### config.mk
export PLATFORM = sky130hd
export DESIGN_NAME = reset_timeout_irq_watchdog
export DESIGN_NICKNAME = d
export VERILOG_FILES = /design/src/pkg/rtiw_pkg.sv /design/src/logic/reset_timeout_irq_watchdog.sv
export VERILOG_INCLUDE_DIRS = /design/src /design/src/pkg
export SDC_FILE = /design/constraint.sdc
export NUM_CORES = 1
export LEC_CHECK = 0
export BUFFER_PORTS_ARGS = -buffer_cell sky130_fd_sc_hd__buf_2
export CAP_MARGIN = 25
export CORE_MARGIN = 3
export CORE_UTILIZATION = 47
export DETAILED_ROUTE_END_ITERATION = 16
export PLACE_DENSITY = 0.69
export SYNTH_ARGS = -nofsm -noshare
export SYNTH_HDL_FRONTEND = slang
export SYNTH_SLANG_ARGS = --single-unit
### constraint.sdc
create_clock -name pclk -period 4.9 [get_ports pclk]
set_clock_uncertainty 0.05 [all_clocks]
set_input_delay 0.735 -clock pclk [delete_from_list [all_inputs] [get_ports pclk]]
set_output_delay 0.735 -clock pclk [all_outputs]
set_load 0.02 [all_outputs]
### src/pkg/rtiw_defs.svh
// Offsets, field positions, reset values and timing figures of the supervisor
`ifndef RTIW_DEFS_SVH
`define RTIW_DEFS_SVH

`define CLK_PERIOD_NS 50
`define POWERUP_TIMER_MS 72
`define OST_TOSC 1024
`define WDT_MS 18
`define WDT_TICK_NS_DEF 70312

`define ADDR_W 16
`define IDX_W 14
`define IDX_STATUS 14'h0003
`define IDX_INTCTL 14'h000b
`define IDX_OPTION 14'h0081
`define IDX_CONFIG 14'h2007

`define OPTION_RST 8'hff
`define INTCTL_RST 8'h00
`define VECTOR_ADDR 13'h0004
`define PC_W 13

`define IC_GIE 7
`define IC_EE_EN 6
`define IC_TMR_EN 5
`define IC_PIN_EN 4
`define IC_PB_EN 3
`define IC_TMR_FLAG 2
`define IC_PIN_FLAG 1
`define IC_PB_FLAG 0

`define OP_EDGE 6
`define OP_PSA 3
`define OP_PS_HI 2
`define OP_PS_LO 0

`define ST_SLEEP_BIT 7
`define ST_EE_FLAG 5
`define ST_TO 4
`define ST_PD 3

`define CFG_POWERUP_TIMER_EN 3
`define CFG_WDT_EN 2
`define CFG_OSC_HI 1
`define CFG_OSC_LO 0
`define OSC_RC 2'b11

`define SYNC_N 7
`define SY_PB_LO 0
`define SY_PB_HI 3
`define SY_IRQ 4
`define SY_RST 5
`define SY_WDT 6

`endif

### src/pkg/rtiw_pkg.sv
// Types shared by the supervisor design
package rtiw_pkg;
  typedef enum logic [2:0] {
    SEQ_POR,
    SEQ_POWERUP_TIMER,
    SEQ_OST,
    SEQ_HOLD,
    SEQ_RUN,
    SEQ_SLEEP
  } seq_state_t;
endpackage

### src/logic/reset_timeout_irq_watchdog.sv
// Reset time-out sequencer, interrupt controller and watchdog
// Functional notes
// After power-on, run power-up delay, then oscillator start-up count.
// Crystal modes: 72 ms plus 1024 periods, or 1024 only.
// RC mode: 72 ms when enabled, otherwise no delay at all.
// Time-outs run regardless of reset pin; release starts at once.
// Reset cause coded in time-out and power-down flags.
// Power-on sets both time-out and power-down flags.
// Four sources: pin edge, timer, port change, EEPROM write done.
// Global enable bit 7 gates all interrupts, cleared by reset.
// Return-from-interrupt sets the global enable again.
// Taking an interrupt clears enable, pushes PC, loads vector.
// Pin and port-change latency three to four instruction cycles.
// Flags set on events whatever the enables.
// Software clears serviced flags before re-enabling interrupts.
// Pin edge chosen by option bit 6; sets flag bit 1.
// Pin enable bit 4 masks; wakes only if set before sleep.
// Timer rollover sets flag bit 2, masked by enable bit 5.
// Port change on upper pins sets bit 0, enable bit 3.
// Only return PC is saved on interrupt entry.
// Watchdog on own oscillator; resets in run, wakes in sleep.
// Watchdog enable configuration bit zero disables it for good.
// Watchdog 18 ms base, prescaler up to 1:128 when assigned.
// Clear-watchdog and sleep reset watchdog count and prescaler.
// Power-down flag set at power-up, cleared by sleep.
// Enabled interrupt wakes sleep regardless of global enable. Here the timer flag never wakes.
// Pin and port events are synchronised before setting flags.
//
// Our own choice: the APB register port.
`include "rtiw_defs.svh"
`timescale 1ns/1ps
`default_nettype none

module reset_timeout_irq_watchdog #(
  parameter int POWERUP_TIMER_CYCLES = `POWERUP_TIMER_MS * 1000000 / `CLK_PERIOD_NS,
  parameter int WDT_TICK_NS = `WDT_TICK_NS_DEF
) (
  input wire logic pclk,
  input wire logic presetn,
  input wire logic clk_en,
  input wire logic psel,
  input wire logic penable,
  input wire logic pwrite,
  input wire logic [`ADDR_W-1:0] paddr,
  input wire logic [31:0] pwdata,
  output logic [31:0] prdata,
  output logic pready,
  output logic pslverr,
  input wire logic por_pulse,
  input wire logic [7:0] cfg_word,
  input wire logic external_reset_pin_n,
  input wire logic ext_irq_pin,
  input wire logic [3:0] port_b_pins,
  input wire logic wdt_osc,
  input wire logic timer_rollover,
  input wire logic eeprom_write_done,
  input wire logic instr_cycle,
  input wire logic sleep_instr,
  input wire logic clear_watchdog_instr,
  input wire logic return_from_irq,
  input wire logic [`PC_W-1:0] cpu_pc,
  output logic cpu_reset_n,
  output logic in_sleep,
  output logic wake_pulse,
  output logic vector_load,
  output logic [`PC_W-1:0] vector_pc,
  output logic stack_push,
  output logic [`PC_W-1:0] push_pc
);

  localparam int OST_CYCLES = `OST_TOSC;
  localparam int WDT_TICKS = `WDT_MS * 1000000 / WDT_TICK_NS;

  rtiw_pkg::seq_state_t state_r;
  logic [31:0] tmo_cnt_r;
  logic from_sleep_r;
  logic [7:0] cfg_r;
  logic [7:0] option_r;
  logic [7:0] intctl_r;
  logic ee_flag_r;
  logic to_flag_r;
  logic pd_flag_r;
  logic [3:0] en_at_sleep_r;
  logic [`SYNC_N-1:0] sy1_r, sy2_r, sy3_r, pin_r;
  logic irq_prev_r;
  logic wdt_prev_r;
  logic [3:0] pb_seen_r;
  logic [6:0] pre_cnt_r;
  logic [15:0] wdt_cnt_r;
  logic wdt_to_r;
  logic [1:0] irq_stage_r;

  // Decode of one register index
  function automatic logic hit(input logic [`ADDR_W-1:0] a,
                               input logic [`IDX_W-1:0] idx);
    hit = (a[`ADDR_W-1:2] == idx) && (a[1:0] == 2'b00);
  endfunction

  function automatic logic crystal(input logic [7:0] c);
    crystal = {c[`CFG_OSC_HI], c[`CFG_OSC_LO]} != `OSC_RC;
  endfunction

  // Comb events
  logic apb_done, wr_en;
  logic rst_pin, pin_edge, pb_change, wdt_tick;
  logic [3:0] flags, enables;
  logic pend_any, wake_irq, held, running;
  logic take_irq, sleep_go, wdt_run_rst, wdt_wake;
  logic ext_run, ext_sleep;

  assign apb_done = psel & penable & pready;
  assign wr_en = apb_done & pwrite;
  assign rst_pin = pin_r[`SY_RST];
  assign wdt_tick = pin_r[`SY_WDT] & ~wdt_prev_r;
  assign pin_edge = option_r[`OP_EDGE] ?
                    (pin_r[`SY_IRQ] & ~irq_prev_r) :
                    (~pin_r[`SY_IRQ] & irq_prev_r);
  // Change counted at an instruction boundary, so a glitch shorter
  // than one instruction cycle may be missed
  assign pb_change = instr_cycle &&
         (pin_r[`SY_PB_HI:`SY_PB_LO] != pb_seen_r);
  assign flags = {ee_flag_r, intctl_r[`IC_TMR_FLAG],
                  intctl_r[`IC_PIN_FLAG], intctl_r[`IC_PB_FLAG]};
  assign enables = {intctl_r[`IC_EE_EN], intctl_r[`IC_TMR_EN],
                    intctl_r[`IC_PIN_EN], intctl_r[`IC_PB_EN]};
  assign pend_any = |(flags & enables);
  // Timer has no clock in sleep, so it never wakes the device
  assign wake_irq = |(flags & en_at_sleep_r & 4'b1011);
  assign running = state_r == rtiw_pkg::SEQ_RUN;
  assign held = (state_r == rtiw_pkg::SEQ_POR) ||
                (state_r == rtiw_pkg::SEQ_POWERUP_TIMER) ||
                (state_r == rtiw_pkg::SEQ_HOLD) ||
                (state_r == rtiw_pkg::SEQ_OST && !from_sleep_r);
  // Pending enabled source turns sleep into a no-op
  assign sleep_go = running & sleep_instr & ~pend_any;
  assign take_irq = running & instr_cycle & intctl_r[`IC_GIE] &
                    pend_any & (irq_stage_r == 2'd1);
  assign wdt_run_rst = running & wdt_to_r & rst_pin;
  assign wdt_wake = (state_r == rtiw_pkg::SEQ_SLEEP) & wdt_to_r & rst_pin;
  assign ext_run = running & ~rst_pin;
  assign ext_sleep = (state_r == rtiw_pkg::SEQ_SLEEP) & ~rst_pin;

  // Three-stage pin synchronisers; a level is taken once the second and third stages agree
  always_ff @(posedge pclk or negedge presetn) begin
    if (!presetn) begin
      sy1_r <= '0;
      sy2_r <= '0;
      sy3_r <= '0;
      pin_r <= '0;
    end else if (clk_en) begin
      sy1_r <= {wdt_osc, external_reset_pin_n, ext_irq_pin, port_b_pins};
      sy2_r <= sy1_r;
      sy3_r <= sy2_r;
      pin_r <= (sy2_r & sy3_r) | (pin_r & (sy2_r | sy3_r));
    end
  end

  always_ff @(posedge pclk or negedge presetn) begin
    if (!presetn) begin
      irq_prev_r <= 1'b0;
      wdt_prev_r <= 1'b0;
      pb_seen_r <= '0;
    end else if (clk_en) begin
      irq_prev_r <= pin_r[`SY_IRQ];
      wdt_prev_r <= pin_r[`SY_WDT];
      if (instr_cycle) begin
        pb_seen_r <= pin_r[`SY_PB_HI:`SY_PB_LO];
      end
    end
  end

  // Reset and wake-up sequencer
  always_ff @(posedge pclk or negedge presetn) begin
    if (!presetn) begin
      state_r <= rtiw_pkg::SEQ_POR;
      tmo_cnt_r <= '0;
      from_sleep_r <= 1'b0;
      cfg_r <= '0;
    end else if (clk_en) begin
      if (por_pulse) begin
        state_r <= rtiw_pkg::SEQ_POR;
        tmo_cnt_r <= '0;
      end else begin
        case (state_r)
          rtiw_pkg::SEQ_POR: begin
            cfg_r <= cfg_word;
            from_sleep_r <= 1'b0;
            tmo_cnt_r <= '0;
            if (cfg_word[`CFG_POWERUP_TIMER_EN]) begin
              state_r <= rtiw_pkg::SEQ_POWERUP_TIMER;
            end else if (crystal(cfg_word)) begin
              state_r <= rtiw_pkg::SEQ_OST;
            end else begin
              state_r <= rtiw_pkg::SEQ_HOLD;
            end
          end
          rtiw_pkg::SEQ_POWERUP_TIMER: begin
            // Counts whatever the reset pin does
            if (tmo_cnt_r == 32'(POWERUP_TIMER_CYCLES - 1)) begin
              tmo_cnt_r <= '0;
              state_r <= crystal(cfg_r) ? rtiw_pkg::SEQ_OST
                                        : rtiw_pkg::SEQ_HOLD;
            end else begin
              tmo_cnt_r <= tmo_cnt_r + 32'd1;
            end
          end
          rtiw_pkg::SEQ_OST: begin
            if (from_sleep_r && !rst_pin) begin
              state_r <= rtiw_pkg::SEQ_HOLD;
            end else if (tmo_cnt_r == 32'(OST_CYCLES - 1)) begin
              tmo_cnt_r <= '0;
              state_r <= from_sleep_r ? rtiw_pkg::SEQ_RUN
                                      : rtiw_pkg::SEQ_HOLD;
            end else begin
              tmo_cnt_r <= tmo_cnt_r + 32'd1;
            end
          end
          rtiw_pkg::SEQ_HOLD: begin
            from_sleep_r <= 1'b0;
            if (rst_pin) begin
              state_r <= rtiw_pkg::SEQ_RUN;
            end
          end
          rtiw_pkg::SEQ_RUN: begin
            if (ext_run || wdt_run_rst) begin
              state_r <= rtiw_pkg::SEQ_HOLD;
            end else if (sleep_go) begin
              state_r <= rtiw_pkg::SEQ_SLEEP;
            end
          end
          rtiw_pkg::SEQ_SLEEP: begin
            tmo_cnt_r <= '0;
            if (ext_sleep) begin
              state_r <= rtiw_pkg::SEQ_HOLD;
            end else if (wdt_wake || wake_irq) begin
              from_sleep_r <= 1'b1;
              state_r <= crystal(cfg_r) ? rtiw_pkg::SEQ_OST
                                        : rtiw_pkg::SEQ_RUN;
            end
          end
          default: state_r <= rtiw_pkg::SEQ_POR;
        endcase
      end
    end
  end

  always_ff @(posedge pclk or negedge presetn) begin
    if (!presetn) begin
      cpu_reset_n <= 1'b0;
      in_sleep <= 1'b0;
      wake_pulse <= 1'b0;
    end else if (clk_en) begin
      cpu_reset_n <= !held && !por_pulse && !ext_run && !wdt_run_rst;
      in_sleep <= state_r == rtiw_pkg::SEQ_SLEEP;
      wake_pulse <= (state_r == rtiw_pkg::SEQ_SLEEP) &&
                    !ext_sleep && (wdt_wake || wake_irq);
    end
  end

  // Reset-cause flags
  always_ff @(posedge pclk or negedge presetn) begin
    if (!presetn) begin
      to_flag_r <= 1'b1;
      pd_flag_r <= 1'b1;
    end else if (clk_en) begin
      if (state_r == rtiw_pkg::SEQ_POR) begin
        to_flag_r <= 1'b1;
        pd_flag_r <= 1'b1;
      end else if (ext_run) begin
        to_flag_r <= 1'b1;
        pd_flag_r <= 1'b1;
      end else if (ext_sleep) begin
        to_flag_r <= 1'b1;
        pd_flag_r <= 1'b0;
      end else if (wdt_run_rst) begin
        to_flag_r <= 1'b0;
        pd_flag_r <= 1'b1;
      end else if (wdt_wake) begin
        to_flag_r <= 1'b0;
        pd_flag_r <= 1'b0;
      end else if (sleep_go) begin
        to_flag_r <= 1'b1;
        pd_flag_r <= 1'b0;
      end else if (running && clear_watchdog_instr) begin
        to_flag_r <= 1'b1;
        pd_flag_r <= 1'b1;
      end
    end
  end

  // Watchdog on its own oscillator ticks
  always_ff @(posedge pclk or negedge presetn) begin
    if (!presetn) begin
      pre_cnt_r <= '0;
      wdt_cnt_r <= '0;
      wdt_to_r <= 1'b0;
    end else if (clk_en) begin
      wdt_to_r <= 1'b0;
      if (held || !cfg_r[`CFG_WDT_EN] ||
          sleep_go || (running && clear_watchdog_instr)) begin
        pre_cnt_r <= '0;
        wdt_cnt_r <= '0;
      end else if (wdt_tick) begin
        if (option_r[`OP_PSA] &&
            pre_cnt_r != 7'((8'd1 << option_r[`OP_PS_HI:`OP_PS_LO]) - 8'd1))
        begin
          pre_cnt_r <= pre_cnt_r + 7'd1;
        end else begin
          pre_cnt_r <= '0;
          if (wdt_cnt_r == 16'(WDT_TICKS - 1)) begin
            wdt_cnt_r <= '0;
            wdt_to_r <= 1'b1;
          end else begin
            wdt_cnt_r <= wdt_cnt_r + 16'd1;
          end
        end
      end
    end
  end

  // Interrupt control; hardware set wins over a software clear
  always_ff @(posedge pclk or negedge presetn) begin
    if (!presetn) begin
      intctl_r <= `INTCTL_RST;
      ee_flag_r <= 1'b0;
      en_at_sleep_r <= '0;
    end else if (clk_en) begin
      if (wr_en && hit(paddr, `IDX_INTCTL)) begin
        intctl_r <= pwdata[7:0];
      end
      if (wr_en && hit(paddr, `IDX_STATUS)) begin
        ee_flag_r <= pwdata[`ST_EE_FLAG];
      end
      if (return_from_irq && running) begin
        intctl_r[`IC_GIE] <= 1'b1;
      end
      if (take_irq) begin
        intctl_r[`IC_GIE] <= 1'b0;
      end
      if (held) begin
        intctl_r[`IC_GIE] <= 1'b0;
      end
      if (pin_edge) begin
        intctl_r[`IC_PIN_FLAG] <= 1'b1;
      end
      if (timer_rollover) begin
        intctl_r[`IC_TMR_FLAG] <= 1'b1;
      end
      if (pb_change) begin
        intctl_r[`IC_PB_FLAG] <= 1'b1;
      end
      if (eeprom_write_done) begin
        ee_flag_r <= 1'b1;
      end
      if (sleep_go) begin
        en_at_sleep_r <= enables;
      end
    end
  end

  // Vectoring; only the return PC leaves with the push
  always_ff @(posedge pclk or negedge presetn) begin
    if (!presetn) begin
      irq_stage_r <= '0;
      vector_load <= 1'b0;
      stack_push <= 1'b0;
      vector_pc <= '0;
      push_pc <= '0;
    end else if (clk_en) begin
      vector_load <= take_irq;
      stack_push <= take_irq;
      if (!running || !intctl_r[`IC_GIE] || !pend_any) begin
        irq_stage_r <= '0;
      end else if (instr_cycle) begin
        irq_stage_r <= take_irq ? 2'd0 : 2'd1;
      end
      if (take_irq) begin
        vector_pc <= `VECTOR_ADDR;
        push_pc <= cpu_pc;
      end
    end
  end

  always_ff @(posedge pclk or negedge presetn) begin
    if (!presetn) begin
      option_r <= `OPTION_RST;
    end else if (clk_en) begin
      if (held) begin
        option_r <= `OPTION_RST;
      end else if (wr_en && hit(paddr, `IDX_OPTION)) begin
        option_r <= pwdata[7:0];
      end
    end
  end

  // APB slave, one wait state on every access
  always_ff @(posedge pclk or negedge presetn) begin
    if (!presetn) begin
      pready <= 1'b0;
      pslverr <= 1'b0;
      prdata <= '0;
    end else if (clk_en) begin
      pready <= psel & penable & ~pready;
      pslverr <= 1'b0;
      prdata <= '0;
      if (psel && penable && !pready) begin
        if (hit(paddr, `IDX_OPTION)) begin
          prdata <= {24'h000000, option_r};
        end else if (hit(paddr, `IDX_INTCTL)) begin
          prdata <= {24'h000000, intctl_r};
        end else if (hit(paddr, `IDX_CONFIG)) begin
          prdata <= {24'h000000, cfg_r};
        end else if (hit(paddr, `IDX_STATUS)) begin
          prdata <= {24'h000000, in_sleep, 1'b0, ee_flag_r,
                     to_flag_r, pd_flag_r, 3'b000};
        end else begin
          pslverr <= 1'b1;
        end
        if (pwrite) begin
          prdata <= '0;
        end
      end
    end
  end

endmodule

`default_nettype wire

==> results <==
- The biggest area contributor in the post-synthesis netlist is sky130_fd_sc_hd__dfrtp_1.
- The number of distinct library cell variants in the gate-level netlist after synthesis is between 70 and 80.
- The area of the die is 19170 µm².
- The flow ran to the end, and the final reports show no timing, DRC or antenna violations.
- Compared with the post-synthesis result, the final layout area differs by 13.23%.
- The total routing resource utilization after global routing is approximately 20%.
- The number of violations reported at the end of detailed-routing iteration 0 is 585.
- Of the total synthesized cell area, the portion taken by full adders, half adders and majority gates is 0.4551%.
- Prior to clock tree synthesis, the placed netlist has a worst setup slack of roughly 1600 ps.
- The number of synthesized register bits is between 150 and 200.
- Summing all multi-input logic gate instances after layout gives 3993 µm².
- Clock tree synthesis found a total of 153 sinks.
- The floorplan step defined a core boundary enclosing 16880 µm².
- STA classifies the critical path startpoint as a flip-flop.
- Excluding fillers, the count of instances in the completed layout stands at between 1000 and 1500.
- In the synthesized netlist the async set-or-reset flop fraction comes to 100.0%.
- The floorplan step set the die height to approximately 140 µm.
- Global routing finished with a remaining overflow of 0.
- The fmax is between 0.3 and 0.4 GHz.
- Of the total synthesized cell area, the portion taken by AND, OR, NAND and NOR gates is 20.25%.
- Across all hold checks on the routed design, the worst slack comes to between 200 and 300 ps.
- The worst supply voltage drop on vdd is between 0.2 and 0.3 mV.
- In this run the post-CTS setup repair buffer count came out at 0.
- The setup path with the least slack is of type flip-flop to flip-flop.
- The number of antenna violations at the first check in global routing is 3.
- The routed via count divided by cell count is around 5.8.
- Setup violations remaining at the end of the flow were counted as 0.
- For this design the ratio of total power to cell area is approximately 400 nW/µm².
- Entering global routing, the biggest net connects 83 pins.
- The detail-routed net length per standard cell is about 16 µm.
- The combinational family with the most area after synthesis is simple AND/OR/NAND/NOR gates.
- The final antenna-violating net count is 0.
- The number of global-route vias before repair is 6213.
- The worst min-delay path category is input pin to asynchronous set/reset pin.
- The number of vias in the routed layout is ~6600.
- The yosys synthesis warning count is 0.
- The final layout contains routed wiring with a total length of approximately 19000 µm.
- The maximum clock path buffer count is 2.
- At the worst endpoint, the arrival time is ~3300 ps.
- The number of cells after detailed placement is around 1100.
- The wire-length estimate of the detail-placed layout is ~13000 µm.
- The post-CTS clock slew at the launch and capture registers of the worst setup and hold paths is 70 ps.
- At the end of routability-driven placement, the weighted congestion stood at between 0.8 and 0.9.
- After synthesis, the share of cell area in mux cells is ~8.3%.
- sky130_fd_sc_hd__dfrtp_1 is the most common cell in the netlist.
- The analysis attributes to cell leakage a power of a little over 4 nW.
- The fraction of layout instances using a drive strength above 1 is approximately 23%.
- The first-pass GRT wire length is 31370 µm.
- The final hold violation count came to 0.
- The number of optimization iterations in the first detailed-route pass is 6.
- The initial cell density of the core is 48.87%.
- TritonCTS built the clock tree.
- The minimum clock period after layout is 3081 ps.
- Port buffering added 93 buffers.
- The max-slew headroom at the worst pin is 35.45%.
- Counting every instance in the synthesized netlist gives roughly 840.
- In the final design database the tool counted ~1000 nets.
- The post-cts hold buffer count is 0.
- The slew at the pin closest to its max-slew limit is a little under 1000 ps.
- The instance area at placement is between 8000 and 9000 µm².
- Across the run, the number of max-cap violations was 0.
- After synthesis, the largest area contributor takes up 43.39% of total cell area.
- Setup repair after global routing left no endpoint under its margin.
- Once layout is complete, the utilization of the core stands at approximately 55%.
- The later pin in the worst-skew pair is clocked with a latency of about 420 ps.
- The synthesized netlist devotes 14.68% of its cell area to compound gates.
- The total negative setup slack is 0 ps.
- At the worst endpoint, the required time is between 5000 and 6000 ps.
- The clock tree root driver cell is sky130_fd_sc_hd__clkbuf_16.
- The count of filler cells inserted in the layout is between 1500 and 2000.
- The count of H-tree levels built during CTS is 4.
- The design draws 3.651 mW.
- The post-cts gate resize count is 0.
- The capturing element type of the critical path is a flip-flop.
- The footprint of the flip-flops and latches is roughly 3800 µm².
- The final critical-path share of the clock period is a little over three fifths.
- Of the total synthesized cell area, the portion taken by XOR and XNOR cells is under 10%.
- From left edge to right edge, the die measures between 100 and 150 µm.
- The most frequently used flop master after synthesis is sky130_fd_sc_hd__dfrtp_1.
- The post-detailed-route DRC marker count is 0.
- Yosys attributes the largest share of cell area to sky130_fd_sc_hd__dfrtp_1 43%, sky130_fd_sc_hd__mux2_2 7.0%, sky130_fd_sc_hd__o21ai_0 3.8%.
- The count of flip-flops with a built-in enable after synthesis is 0.
- The share of the yosys chip area belonging to registers is around 47%.
- In this run, CTS created clock tree buffers numbering 17.
- The biggest fanout along the worst timing path is 21.
- With fillers left out, the area of the finished cells amounts to between 9000 and 10000 µm².
- The number of rows created at floorplan is 47.
- By count the netlist is led by 143 x sky130_fd_sc_hd__dfrtp_1, 72 x sky130_fd_sc_hd__nor2_1, 62 x sky130_fd_sc_hd__o21ai_0.
- In this run the cell area of the synthesized design comes to just over 8000 µm².
- The max-slew violation count is 0.
- Averaged over all synthesized cells, the footprint is just under 10 µm².
- The worst path meets setup with 1819 ps of slack.
- between 150 and 200 I/O pins were placed.
cells by family (layout without fill, tap and decap cells):
kind of cell | Yosys count | after routing
xor gates and xnor gates | 29 | 29
DFF | 153 | 153
other | 1 | 37
AOI/OAI and AO/OA | 187 | 187
buffers and inverters | 99 | 155
adders and majority gates | 3 | 3
muxes | 62 | 62
and+or+nand+nor | 303 | 303
worst max-delay path, cell delays in order, from the launching register on:
cell	delay (ps)
sky130_fd_sc_hd__dfrtp_1	770
sky130_fd_sc_hd__nor2b_1	430
sky130_fd_sc_hd__a211oi_1	170
sky130_fd_sc_hd__a22oi_1	290
sky130_fd_sc_hd__and2_1	420
sky130_fd_sc_hd__and2_1	680
sky130_fd_sc_hd__nor2_1	130
metal layers:
layer	wire length [µm]	track usage (%)	up-vias	part of all wire [%]
li1	-	-	3159	-
met1	8763	28.04	3261	47
met2	8839	29.83	167	47
met3	892	4.351	22	4.8
met4	209	5.720	4	1.1
met5	23	0	-	0.12
power breakdown:
group | internal (mW) | total [mW] | switching (mW)
Sequential | 1.42 | 1.62 | 0.195
Combinational | 0.271 | 0.655 | 0.384
Clock | 0.816 | 1.38 | 0.562
Total | 2.51 | 3.65 | 1.14
layout make-up:
| cell class | count | area share (%) |
|---|---|---|
| clock inverter | 14 | 2.010 |
| clock buffer | 18 | 4.595 |
| inverter | 23 | 0.9244 |
| tap | 220 | 2.947 |
| multi-input combinational | 620 | 42.75 |
| timing repair buffer | 100 | 5.614 |
| sequential | 153 | 41.13 |
| antenna | 1 | 0.02680 |
flip-flops by register name, indices dropped and copies added (netlist names), 3 cells and up:
| name | flops |
|---|---|
| cfg_r | 8 |
| en_at_sleep_r | 3 |
| intctl_r | 8 |
| option_r | 8 |
| pb_seen_r | 4 |
| pin_r | 7 |
| prdata | 8 |
| pre_cnt_r | 7 |
| push_pc | 13 |
| state_r | 3 |
| sy1_r | 7 |
| sy2_r | 7 |
| sy3_r | 7 |
| tmo_cnt_r | 32 |
| wdt_cnt_r | 16 |
final timing paths:
check | from | endpoint | slack [ps] | cells after the start
setup / recovery | state_r[2] | tmo_cnt_r[16] | 1820 | 6
hold / removal | presetn | prdata[7] | 300 | 1
setup reg to reg | state_r[2] | tmo_cnt_r[16] | 1820 | 6
hold reg to reg | vector_pc[2] | vector_pc[2] | 420 | 1
max in group asynchronous | presetn | tmo_cnt_r[13] | 3490 | 2
min in group pclk | vector_pc[2] | vector_pc[2] | 420 | 1
placed cells by master, fill, tap and decap left out, drive strengths merged, types with 8 or more instances in the layout:
| cell | n |
|---|---|
| nor4 | 36 |
| xnor2 | 21 |
| nand2b | 12 |
| o2bb2ai | 10 |
| inv | 27 |
| conb | 36 |
| and3 | 12 |
| nand4 | 21 |
| dfrtp | 143 |
| clkbuf | 19 |
| a31oi | 8 |
| buf | 99 |
| mux2 | 51 |
| nand3 | 33 |
| a21oi | 40 |
| dfstp | 10 |
| mux2i | 11 |
| nor3 | 18 |
| o21ai | 63 |
| xor2 | 8 |
| nor2 | 72 |
| nor2b | 12 |
| nand2 | 58 |
| a22o | 8 |
Note: power is estimated with default switching activity, not from simulation.
